===== config.mk =====
export PLATFORM = sky130hd
export DESIGN_NAME = refresh_timer_parity_ctrl
export DESIGN_NICKNAME = d
export VERILOG_FILES = /design/src/logic/refresh_timer_parity_ctrl.v /design/src/logic/tick_prescaler.v
export VERILOG_INCLUDE_DIRS = /design/src /design/src/shared
export SDC_FILE = /design/constraint.sdc
export NUM_CORES = 1
export LEC_CHECK = 0
export BUFFER_PORTS_ARGS = -buffer_cell sky130_fd_sc_hd__buf_2
export CAP_MARGIN = 20
export CORE_MARGIN = 5
export CORE_UTILIZATION = 59
export CTS_BUF_LIST = sky130_fd_sc_hd__clkbuf_4
export CTS_CLUSTER_DIAMETER = 30
export DETAILED_ROUTE_END_ITERATION = 10
export GPL_TIMING_DRIVEN = 1
export HOLD_SLACK_MARGIN = 0.03
export PLACE_DENSITY = 0.9
export SETUP_SLACK_MARGIN = 0.3
export SYNTH_ARGS = -nofsm -noshare
export SYNTH_HDL_FRONTEND = slang
export SYNTH_SLANG_ARGS = --single-unit

===== constraint.sdc =====
create_clock -name i_core_clk -period 4.19 [get_ports i_core_clk]
set_clock_uncertainty 0.15 [all_clocks]
set_input_delay 1.0475 -clock i_core_clk [delete_from_list [all_inputs] [get_ports i_core_clk]]
set_output_delay 1.0475 -clock i_core_clk [all_outputs]
set_load 0.1 [all_outputs]

===== src/shared/refresh_timer_defs.vh =====
`ifndef REFRESH_TIMER_DEFS_VH
`define REFRESH_TIMER_DEFS_VH

// register word addresses
`define ADDR_RFSH_CTRL 3'h0
`define ADDR_TMR_CSR 3'h1
`define ADDR_TICK_CNT 3'h2
`define ADDR_PERIOD 3'h3
`define ADDR_PARITY_CTRL 3'h4

// write keys carried in the upper byte
`define KEY_RFSH_CTRL 8'h5a
`define KEY_TMR_CSR 8'ha5
`define KEY_TICK_CNT 8'h69
`define KEY_PERIOD 8'h96

// reset values
`define RST_BYTE_ZERO 8'h00
`define RST_PERIOD 8'hff
`define RST_PARITY 5'h00

// refresh control fields
`define RC_REFRESH_EN 7
`define RC_TYPE_SEL 6
`define RC_WAIT_HI 5
`define RC_WAIT_LO 4
// timer control/status fields
`define CS_MATCH_FLAG 7
`define CS_IRQ_EN 6
`define CS_SRC_HI 5
`define CS_SRC_LO 3
// parity control fields
`define PC_ERR_FLAG 15
`define PC_FORCE 14
`define PC_POLARITY 13
`define PC_SPACE_HI 12
`define PC_SPACE_LO 11
`define PC_SPACE_OFF 2'h0
`define PC_SPACE_DRAM 2'h1
`define PC_SPACE_DRAM_A2 2'h2

// prescaler taps for tick sources 1..7
`define TAP_DIV2 0
`define TAP_DIV8 2
`define TAP_DIV32 4
`define TAP_DIV128 6
`define TAP_DIV512 8
`define TAP_DIV2048 10
`define TAP_DIV4096 11
`define PRESCALE_W 12

`endif

===== src/logic/refresh_timer_parity_ctrl.v =====
// The plain strobed port and the register offsets were chosen for this implementation.
`timescale 1ns/1ps
// Behaviour
// - 8-bit counter steps on selected divided clock
// - match clears counter and sets match flag
// - match with refresh enabled and type select 0 requests refresh
// - match with irq enable raises interrupt
// - counter upper byte reads zero, never counts
// - counter cleared by power-on reset or match; keyed write loads it
// - period resets to 0x00ff at power-on only
// - compare uses low period byte only
// - parity control cleared by power-on reset only
// - parity error sticky; read-one then write-zero clears
// - force bit drives both parity pins high
// - polarity bit picks even or odd parity
// - space field selects parity coverage areas
// - protected registers accept word writes only
// - keys 0x5a control, 0xa5 control/status
// - keys 0x69 counter, 0x96 period
// - keyed write updates low byte; bad key ignored
// - byte or word reads, upper byte zero except parity control
// - source codes: off, /2 up to /4096
// - match flag held until read-one then write-zero
// - type select picks periodic or self refresh
module refresh_timer_parity_ctrl #(
  parameter CNT_W = 8
) (
  input wire i_core_clk,
  input wire i_rst,
  input wire [2:0] i_addr,
  input wire [15:0] i_wdata,
  input wire i_wr,
  input wire i_word,
  input wire i_rd,
  output reg [15:0] o_rdata,
  input wire [15:0] i_data_out,
  input wire i_data_out_active,
  input wire [15:0] i_data_in,
  input wire [1:0] i_data_in_par,
  input wire i_data_in_check,
  input wire i_access_dram,
  input wire i_access_area2,
  output reg o_parity_pin_upper,
  output reg o_parity_pin_lower,
  output reg o_refresh_req,
  output wire o_self_refresh,
  output wire o_match_interrupt,
  output wire [1:0] o_refresh_wait_sel
);
`include "refresh_timer_defs.vh"

  reg [7:0] refresh_ctrl_reg_q;
  reg [7:0] tmr_csr_q;
  reg [CNT_W-1:0] refresh_tick_counter_q;
  reg [CNT_W-1:0] refresh_period_compare_q;
  reg [4:0] parity_ctrl_q;
  reg match_seen_q;
  reg perr_seen_q;
  reg [CNT_W-1:0] cnt_d;
  reg match_flag_d;
  reg perr_d;
  reg [15:0] rdata_d;

  wire tick;
  wire match;
  wire [7:0] key;
  wire wr_word;
  wire wr_rc;
  wire wr_cs;
  wire wr_cnt;
  wire wr_per;
  wire wr_pc;
  wire refresh_en;
  wire [1:0] space_sel;
  wire space_hit;
  wire polarity;
  wire gen_upper;
  wire gen_lower;
  wire chk_err;

  tick_prescaler #(
    .W(`PRESCALE_W)
  ) u_prescaler (
    .i_core_clk(i_core_clk),
    .i_rst(i_rst),
    .i_src_sel(tmr_csr_q[`CS_SRC_HI:`CS_SRC_LO]),
    .o_tick(tick)
  );

  assign key = i_wdata[15:8];
  assign wr_word = i_wr & i_word;
  assign wr_rc = wr_word & (i_addr == `ADDR_RFSH_CTRL) &
    (key == `KEY_RFSH_CTRL);
  assign wr_cs = wr_word & (i_addr == `ADDR_TMR_CSR) &
    (key == `KEY_TMR_CSR);
  assign wr_cnt = wr_word & (i_addr == `ADDR_TICK_CNT) &
    (key == `KEY_TICK_CNT);
  assign wr_per = wr_word & (i_addr == `ADDR_PERIOD) &
    (key == `KEY_PERIOD);
  // parity control is an ordinary register: any write size
  assign wr_pc = i_wr & (i_addr == `ADDR_PARITY_CTRL);

  assign match = (refresh_tick_counter_q == refresh_period_compare_q);
  assign refresh_en = refresh_ctrl_reg_q[`RC_REFRESH_EN];

  // a match is acted on once per compare event, in the first cycle the counter equals it
  reg match_q;
  wire match_evt;
  assign match_evt = match & ~match_q;

  always @* begin
    cnt_d = refresh_tick_counter_q;
    if (match_evt) begin
      cnt_d = {CNT_W{1'b0}};
    end else if (tick) begin
      cnt_d = refresh_tick_counter_q + {{(CNT_W-1){1'b0}}, 1'b1};
    end
    if (wr_cnt) begin
      cnt_d = i_wdata[CNT_W-1:0];
    end
  end

  // flag: set wins over clear; clear needs an earlier read of one
  always @* begin
    match_flag_d = tmr_csr_q[`CS_MATCH_FLAG];
    if (wr_cs && match_seen_q && !i_wdata[`CS_MATCH_FLAG]) begin
      match_flag_d = 1'b0;
    end
    if (match_evt) begin
      match_flag_d = 1'b1;
    end
  end

  assign space_sel = parity_ctrl_q[`PC_SPACE_HI-11:`PC_SPACE_LO-11];
  assign space_hit =
    ((space_sel == `PC_SPACE_DRAM) & i_access_dram) |
    ((space_sel == `PC_SPACE_DRAM_A2) & (i_access_dram | i_access_area2));
  assign polarity = parity_ctrl_q[`PC_POLARITY-11];
  assign gen_upper = (^i_data_out[15:8]) ^ polarity;
  assign gen_lower = (^i_data_out[7:0]) ^ polarity;
  assign chk_err = i_data_in_check & space_hit &
    (((^i_data_in[15:8]) ^ polarity ^ i_data_in_par[1]) |
     ((^i_data_in[7:0]) ^ polarity ^ i_data_in_par[0]));

  always @* begin
    perr_d = parity_ctrl_q[`PC_ERR_FLAG-11];
    if (wr_pc && perr_seen_q && !i_wdata[`PC_ERR_FLAG]) begin
      perr_d = 1'b0;
    end
    if (chk_err) begin
      perr_d = 1'b1;
    end
  end

  always @* begin
    rdata_d = 16'h0000;
    case (i_addr)
      `ADDR_RFSH_CTRL: rdata_d[7:0] = refresh_ctrl_reg_q;
      `ADDR_TMR_CSR: rdata_d[7:0] = tmr_csr_q;
      `ADDR_TICK_CNT: rdata_d[CNT_W-1:0] = refresh_tick_counter_q;
      `ADDR_PERIOD: rdata_d[CNT_W-1:0] = refresh_period_compare_q;
      `ADDR_PARITY_CTRL: rdata_d[15:11] = parity_ctrl_q;
      default: rdata_d = 16'h0000;
    endcase
  end

  always @(posedge i_core_clk) begin
    if (i_rst) begin
      refresh_ctrl_reg_q <= `RST_BYTE_ZERO;
      tmr_csr_q <= `RST_BYTE_ZERO;
      refresh_tick_counter_q <= {CNT_W{1'b0}};
      refresh_period_compare_q <= `RST_PERIOD;
      parity_ctrl_q <= `RST_PARITY;
      match_q <= 1'b0;
      match_seen_q <= 1'b0;
      perr_seen_q <= 1'b0;
      o_rdata <= 16'h0000;
      o_refresh_req <= 1'b0;
      o_parity_pin_upper <= 1'b0;
      o_parity_pin_lower <= 1'b0;
    end else begin
      if (wr_rc) begin
        refresh_ctrl_reg_q <= {i_wdata[7:4], 4'h0};
      end
      if (wr_cs) begin
        tmr_csr_q <= {match_flag_d, i_wdata[6:3], 3'h0};
      end else begin
        tmr_csr_q[`CS_MATCH_FLAG] <= match_flag_d;
      end
      if (wr_per) begin
        refresh_period_compare_q <= i_wdata[CNT_W-1:0];
      end
      refresh_tick_counter_q <= cnt_d;
      match_q <= match & ~wr_cnt;
      if (wr_pc) begin
        parity_ctrl_q <= {perr_d, i_wdata[14:11]};
      end else begin
        parity_ctrl_q[`PC_ERR_FLAG-11] <= perr_d;
      end
      // remember a read of one; consumed by the next accepted write to that register
      if (i_rd && i_addr == `ADDR_TMR_CSR) begin
        match_seen_q <= tmr_csr_q[`CS_MATCH_FLAG];
      end else if (wr_cs || !match_flag_d) begin
        match_seen_q <= 1'b0;
      end
      if (i_rd && i_addr == `ADDR_PARITY_CTRL) begin
        perr_seen_q <= parity_ctrl_q[`PC_ERR_FLAG-11];
      end else if (wr_pc || !perr_d) begin
        perr_seen_q <= 1'b0;
      end
      o_rdata <= i_rd ? rdata_d : 16'h0000;
      // periodic refresh only when type select is 0
      o_refresh_req <= match_evt & refresh_en &
        ~refresh_ctrl_reg_q[`RC_TYPE_SEL];
      if (i_data_out_active && parity_ctrl_q[`PC_FORCE-11]) begin
        o_parity_pin_upper <= 1'b1;
        o_parity_pin_lower <= 1'b1;
      end else if (i_data_out_active && space_hit) begin
        o_parity_pin_upper <= gen_upper;
        o_parity_pin_lower <= gen_lower;
      end else begin
        o_parity_pin_upper <= 1'b0;
        o_parity_pin_lower <= 1'b0;
      end
    end
  end

  assign o_self_refresh = refresh_en & refresh_ctrl_reg_q[`RC_TYPE_SEL];
  assign o_match_interrupt = tmr_csr_q[`CS_MATCH_FLAG] &
    tmr_csr_q[`CS_IRQ_EN];
  assign o_refresh_wait_sel = refresh_ctrl_reg_q[`RC_WAIT_HI:`RC_WAIT_LO];

endmodule


===== src/logic/tick_prescaler.v =====
`timescale 1ns/1ps
`include "refresh_timer_defs.vh"
// free-running divider; one-cycle tick on the selected divided clock
module tick_prescaler #(
  parameter W = `PRESCALE_W
) (
  input wire i_core_clk,
  input wire i_rst,
  input wire [2:0] i_src_sel,
  output reg o_tick
);

  reg [W-1:0] div_q;
  wire [W-1:0] div_d;
  reg tap;

  assign div_d = div_q + {{(W-1){1'b0}}, 1'b1};

  // tap is high for one cycle per divided-clock period, when the selected low divider bits are all ones
  always @* begin
    case (i_src_sel)
      3'h1: tap = (div_q[`TAP_DIV2:0] == {(`TAP_DIV2+1){1'b1}});
      3'h2: tap = (div_q[`TAP_DIV8:0] == {(`TAP_DIV8+1){1'b1}});
      3'h3: tap = (div_q[`TAP_DIV32:0] == {(`TAP_DIV32+1){1'b1}});
      3'h4: tap = (div_q[`TAP_DIV128:0] == {(`TAP_DIV128+1){1'b1}});
      3'h5: tap = (div_q[`TAP_DIV512:0] == {(`TAP_DIV512+1){1'b1}});
      3'h6: tap = (div_q[`TAP_DIV2048:0] == {(`TAP_DIV2048+1){1'b1}});
      3'h7: tap = (div_q[`TAP_DIV4096:0] == {(`TAP_DIV4096+1){1'b1}});
      default: tap = 1'b0;
    endcase
  end

  always @(posedge i_core_clk) begin
    if (i_rst) begin
      div_q <= {W{1'b0}};
      o_tick <= 1'b0;
    end else begin
      div_q <= div_d;
      o_tick <= tap;
    end
  end

endmodule


# Word-level counts from Yosys, hierarchy flattened

Cells that the tools add are included.
W data, S select, Z words.

Bitwise logic cells: 34
Muxes and demuxes: 17
Equal/unequal tests: 24
Reduce and logical (&&, ||, !) cells: 24
$add $sub $neg: 2

Operators by type and width:

| cell                    | number |
|---|---|
| $pmux W8 S4             | 1 |
| $reduce_xor A8 Y1       | 4 |
| $mux W8                 | 3 |
| $and A1 B1 Y1           | 20 |
| $eq A3 B3 Y1 const B    | 6 |
| $eq A8 B7 Y1 const B    | 2 |
| $eq A8 B8 Y1 const B    | 2 |
| $add A12 B1 Y12 const B | 1 |
| $eq A12 B12 Y1 const B  | 1 |
| $eq A3 B2 Y1 const B    | 4 |
| $mux W1                 | 12 |
| $eq A11 B11 Y1 const B  | 1 |
| $eq A9 B9 Y1 const B    | 1 |
| $add A8 B1 Y8 const B   | 1 |
| $eq A8 B8 Y1            | 1 |
| $logic_and A1 B1 Y1     | 8 |
| $eq A7 B7 Y1 const B    | 1 |
| $pmux W1 S7             | 1 |
| $eq A3 B1 Y1 const B    | 2 |
| $xor A1 B1 Y1           | 6 |
| $eq A5 B5 Y1 const B    | 1 |
| $not A1 Y1              | 5 |
| $logic_not A1 Y1        | 4 |
| $reduce_bool A2 Y1      | 2 |
| other kinds (8)         | 11 |

Logic and storage cells: 119
Bits of input ports: 62
Flip-flop bits (word level): 65
Output and inout port bits: 23

# Longest topological paths before layout

Depth in word-level cells: 11
Gate-level depth with buffers: 8
Depth with buffers taken out: 8

# Modules after synthesis

From an unflattened synthesis, not the netlist that was laid out.

Cell total of the unflattened synthesis: 351
Area, all modules: 3319.4 um^2

By module, submodules not included:

| module                    | cells an instance | area each (um^2) | times used |
|---|---|---|---|
| refresh_timer_parity_ctrl | 284               | 2695.1           | 1 |
| tick_prescaler            | 67                | 624.3            | 1 |

# Least setup slack after synthesis

Ideal clock, no wire load.

Kind: input to register
Start point: input port i_addr[0]
End point: register refresh_tick_counter_q[1]
Setup slack: 1675 ps
Required time: 3937 ps
Setup time: 103 ps
Path buffers: 2
Data arrival time: 2262 ps
Stages on the path: 7
Cell sequence: buf_2 nor3b_2 and4_1 buf_4 nor2_1 and2_4 a2111oi_2

Cells in the longest elaborated chain, start to end: 4

Ends and longest elaborated chain:

| element                                                        | line                            | RTL |
|---|---|---|
| start: declaration                                             | refresh_timer_parity_ctrl.v:30  | `input wire [2:0] i_addr,` |
| $eq A3 B2 Y1 *                                                 | n/a                             |  |
| $and A1 B1 Y1 * (2 in series)                                  | refresh_timer_parity_ctrl.v:96  | `` assign wr_cnt = wr_word & (i_addr == `ADDR_TICK_CNT) & `` |
| $reduce_bool A3 Y1 (no source line) or $mux W8 (tied branches) | n/a                             |  |
| end signal: assignment                                         | refresh_timer_parity_ctrl.v:171 | `refresh_tick_counter_q <= {CNT_W{1'b0}};` |
| end signal: assignment                                         | refresh_timer_parity_ctrl.v:193 | `refresh_tick_counter_q <= cnt_d;` |
| end: declaration                                               | refresh_timer_parity_ctrl.v:54  | `reg [CNT_W-1:0] refresh_tick_counter_q;` |

Mark *: on every way between the ends. The rest lies on a longest branch, timed or not.
A chain may end at the register's enable or synchronous reset.

# Final worst setup path

Start point: input port i_wdata[13]
End point: register refresh_period_compare_q[4]

Cells in the longest elaborated chain, start to end: 2

Ends and longest elaborated chain:

| element                       | line                            | RTL |
|---|---|---|
| start: declaration            | refresh_timer_parity_ctrl.v:31  | `input wire [15:0] i_wdata,` |
| $eq A8 B8 Y1 (no source line) | n/a                             |  |
| $and A1 B1 Y1                 | refresh_timer_parity_ctrl.v:98  | `` assign wr_per = wr_word & (i_addr == `ADDR_PERIOD) & `` |
| end signal: assignment        | refresh_timer_parity_ctrl.v:172 | `` refresh_period_compare_q <= `RST_PERIOD; `` |
| end signal: assignment        | refresh_timer_parity_ctrl.v:191 | `refresh_period_compare_q <= i_wdata[CNT_W-1:0];` |
| end: declaration              | refresh_timer_parity_ctrl.v:55  | `reg [CNT_W-1:0] refresh_period_compare_q;` |

Every way passes these cells.

==> reports/metrics.cfg <==
[min_path]
hold_class = reg2reg
min_path_cells = 1
hold_start = u_prescaler.div_q[0]
whs_endpoint = u_prescaler.div_q[0]

[critical_path]
critPathArrivalTime_ps = 2730
r2r_cells = 8
r2r_start = u_prescaler.div_q[0]
required_ps = 4330
path_max_fanout = 16
worst-setup-path-type = in2reg
worst_r2r_endpoint = u_prescaler.o_tick
cp-start-kind = input port
regToRegSetupSlack_ps = 1750
crit_path_end_kind = flip-flop

[clock_tree]
clk_pin_slew_ps = 90
cts_root_buf = clkbuf_4
numCtsBuffers = 9
clk_latency_ps = 400
cts_resized = 0
cts.htree.levels = 3
cts_hold_buf = 0
postCtsSetupBuffers = 0
cts_tree = yes
cts.path.max_buffers = 2
clock-sinks = 62

[timing]
fin_crit_ps = 2590
hold_viol_final = 0
finalSetupTns_ps = 0
max_freq_mhz = 386
rsz0062_at_grt = false
worst_slew_pin_slew_ps = 894
drv_slew = 0
maxSlewHeadroom_pct = 40.4
setup_viol = 0
fin_crit_sh_pct = 61.9

[routing]
drtAntennaViolNets = 0
wl_um = 7680
dr.first_iter.drc_count = 167
viasPerCell = 5.64
drt_first_pass_iters = 5
drc_errors = 0
vias = 2870
wl_per_cell_um = 15.1

[floorplan]
rows = 27
core_area_um2 = 5440
start_util_pct = 60.0
num_io_pins = 85
die_w_um = 84.4
dieArea_um2 = 7120
die_h_um = 84.4

[global_routing]
overflow = 0
busiest_layer = met2
grt_max_degree = 50
first_global_vias = 2775
met1_usage_pct = 26.8
grt_usage_pct = 22.2
grt_pass1_wl_um = 12800
use_met3_pct = 4.91
antenna_found_initial = 0
use_met2_pct = 37.7

[logic_synthesis]
synth_cell_types = 57
ys_ff_latch = 62
ys_top_cells_by_area = dfxtp_1, xnor2_1, nor2_1
synth_top_area_share_pct = 38.0
async_reset_ff_share_pct = 0
yosys_warnings = 0
yosysSeqAreaShare_pct = 38.0
avgSynthCellArea_um2 = 9.07
synthCells = 360
synth_edf_count = 0
yosys.area.top_type = dfxtp_1
mappedNetlistArea_um2 = 3260
synthFlopType = dfxtp_1

[finish]
diodes = 0
regArea_um2 = 1240
final_nets = 499
stdcell_area_um2 = 3790
area_delta_synth_final_pct = 16.0
fill_cells = 410
layout-drive-gt1-share_pct = 25.6
final_util_pct = 69.6
multiInputGateArea_um2 = 1850

[placed_design]
placement.io_buffers = 81
hpwl_um = 5760
gp_congestion = 0.812
place_area_um2 = 3650

[pwr]
static-leakage-power_uw = 0.00164
peakVddDrop_v = 0.000194
p_per_area_nw_per_um2 = 308

[flow_run]
cap_violations = 0

[outcome]
status = completed

==> final cells by class <==
class / instances / share of cell area (%)
clock inverters: 5 / 1.32
inverters: 17 / 1.69
multi-input cells: 260 / 48.7
clock buffers: 11 / 2.18
repair buffers: 82 / 10.9
flip-flops and latches: 62 / 32.8
well taps: 72 / 2.38
==> per-layer routing <==
| layer | vias up | part of all wire (%) | wire length, µm |
|---|---|---|---|
| li1 | 1383 | - | - |
| met1 | 1349 | 42 | 3190 |
| met2 | 123 | 49 | 3790 |
| met3 | 15 | 7.0 | 541 |
| met4 | 0 | 2.0 | 155 |
| met5 | - | 0 | 0 |
==> worst max-delay path by stage <==
stage,startpoint,to,cells past startpoint
final,i_wdata[13],refresh_period_compare_q[4],4
after global routing,i_wdata[13],refresh_period_compare_q[5],4
after CTS,i_wdata[13],refresh_period_compare_q[6],4
after detailed placement,i_wdata[13],refresh_period_compare_q[6],4
after global placement,i_wdata[13],refresh_period_compare_q[1],4
after floorplan,i_addr[0],refresh_tick_counter_q[1],7
==> cells in the mapped netlist, types with 3 or more instances <==
master / number
xnor2_1: 32
o21ai_0: 13
a21oi_1: 11
nor3_1: 5
or3_1: 3
mux2i_1: 16
a211o_1: 8
xnor3_1: 4
nand3b_1: 4
dfxtp_1: 62
xor2_1: 9
nor2b_1: 4
ha_1: 5
nand2b_1: 3
a22o_1: 3
nor2_1: 46
inv_1: 17
and2_1: 13
nand2_1: 18
buf_4: 6
nand3_1: 14
nand4_1: 7
buf_2: 4
clkbuf_1: 11
==> layout by cell type, fill, tap and decap left out, types with 3 or more instances in the layout <==
| cell type | n |
|---|---|
| xnor2_1 | 32 |
| a21oi_1 | 11 |
| nor2b_1 | 4 |
| a22o_1 | 3 |
| nor2_1 | 46 |
| nand2b_1 | 3 |
| clkinv_2 | 4 |
| clkbuf_4 | 11 |
| and2_1 | 13 |
| dfxtp_1 | 62 |
| inv_1 | 17 |
| xnor3_1 | 4 |
| o21ai_0 | 13 |
| nand2_1 | 18 |
| nand3_1 | 14 |
| nand4_1 | 7 |
| nand3b_1 | 4 |
| buf_2 | 81 |
| mux2i_1 | 16 |
| xor2_1 | 9 |
| or3_1 | 3 |
| nor3_1 | 5 |
| a211o_1 | 8 |
| conb_1 | 3 |
| ha_1 | 5 |
==> logic make-up (layout without fill, tap and decap cells) <==
| kind of cell | count (synthesis) | count (layout) | share of synthesized area, % |
|---|---|---|---|
| fa+ha+maj | 5 | 5 | 1.92 |
| simple gates | 135 | 135 | 22.1 |
| flops | 62 | 62 | 38.0 |
| xor+xnor | 46 | 46 | 14.3 |
| mux | 20 | 20 | 6.98 |
| buf+inv | 40 | 115 | 5.67 |
| compound gates | 51 | 51 | 11.0 |
| other cells | 1 | 3 | 0.115 |
==> critical path, cell delays in order <==
cell and delay (ps):
buf_2 110, nor4bb_1 470, nand4_1 630, a211o_1 470
==> power by group <==
part	switching, µW	leakage, µW	internal, µW
sequential	3.35	0.000501	594
clock	211	0.0000804	192
combinational	87.1	0.00106	79.9
==> registers in the layout, summed over array words and instances, names as in the netlist <==
signal,flops
o_rdata,13
u_prescaler.div_q,12
refresh_period_compare_q,8
refresh_tick_counter_q,8
parity_ctrl_q,5
tmr_csr_q,5
refresh_ctrl_reg_q,4
match_q,1
match_seen_q,1
o_parity_pin_lower,1
o_parity_pin_upper,1
o_refresh_req,1
perr_seen_q,1
u_prescaler.o_tick,1
==> through the flow <==
| stage | cells | total power [µW] | hold slack, ps | worst slack, ps |
|---|---|---|---|---|
| after CTS | 509 | 1170 | 327 | 1570 |
| after detailed placement | 493 | 777 | 305 | 1150 |
| after global placement | 493 | 771 | 296 | 1260 |
| after global routing | 509 | 1220 | 367 | 1450 |
| final | 509 | 1170 | 326 | 1600 |
| after floorplan | 362 | 729 | 279 | 1670 |
No activity file was read; power rests on OpenSTA's default activity.
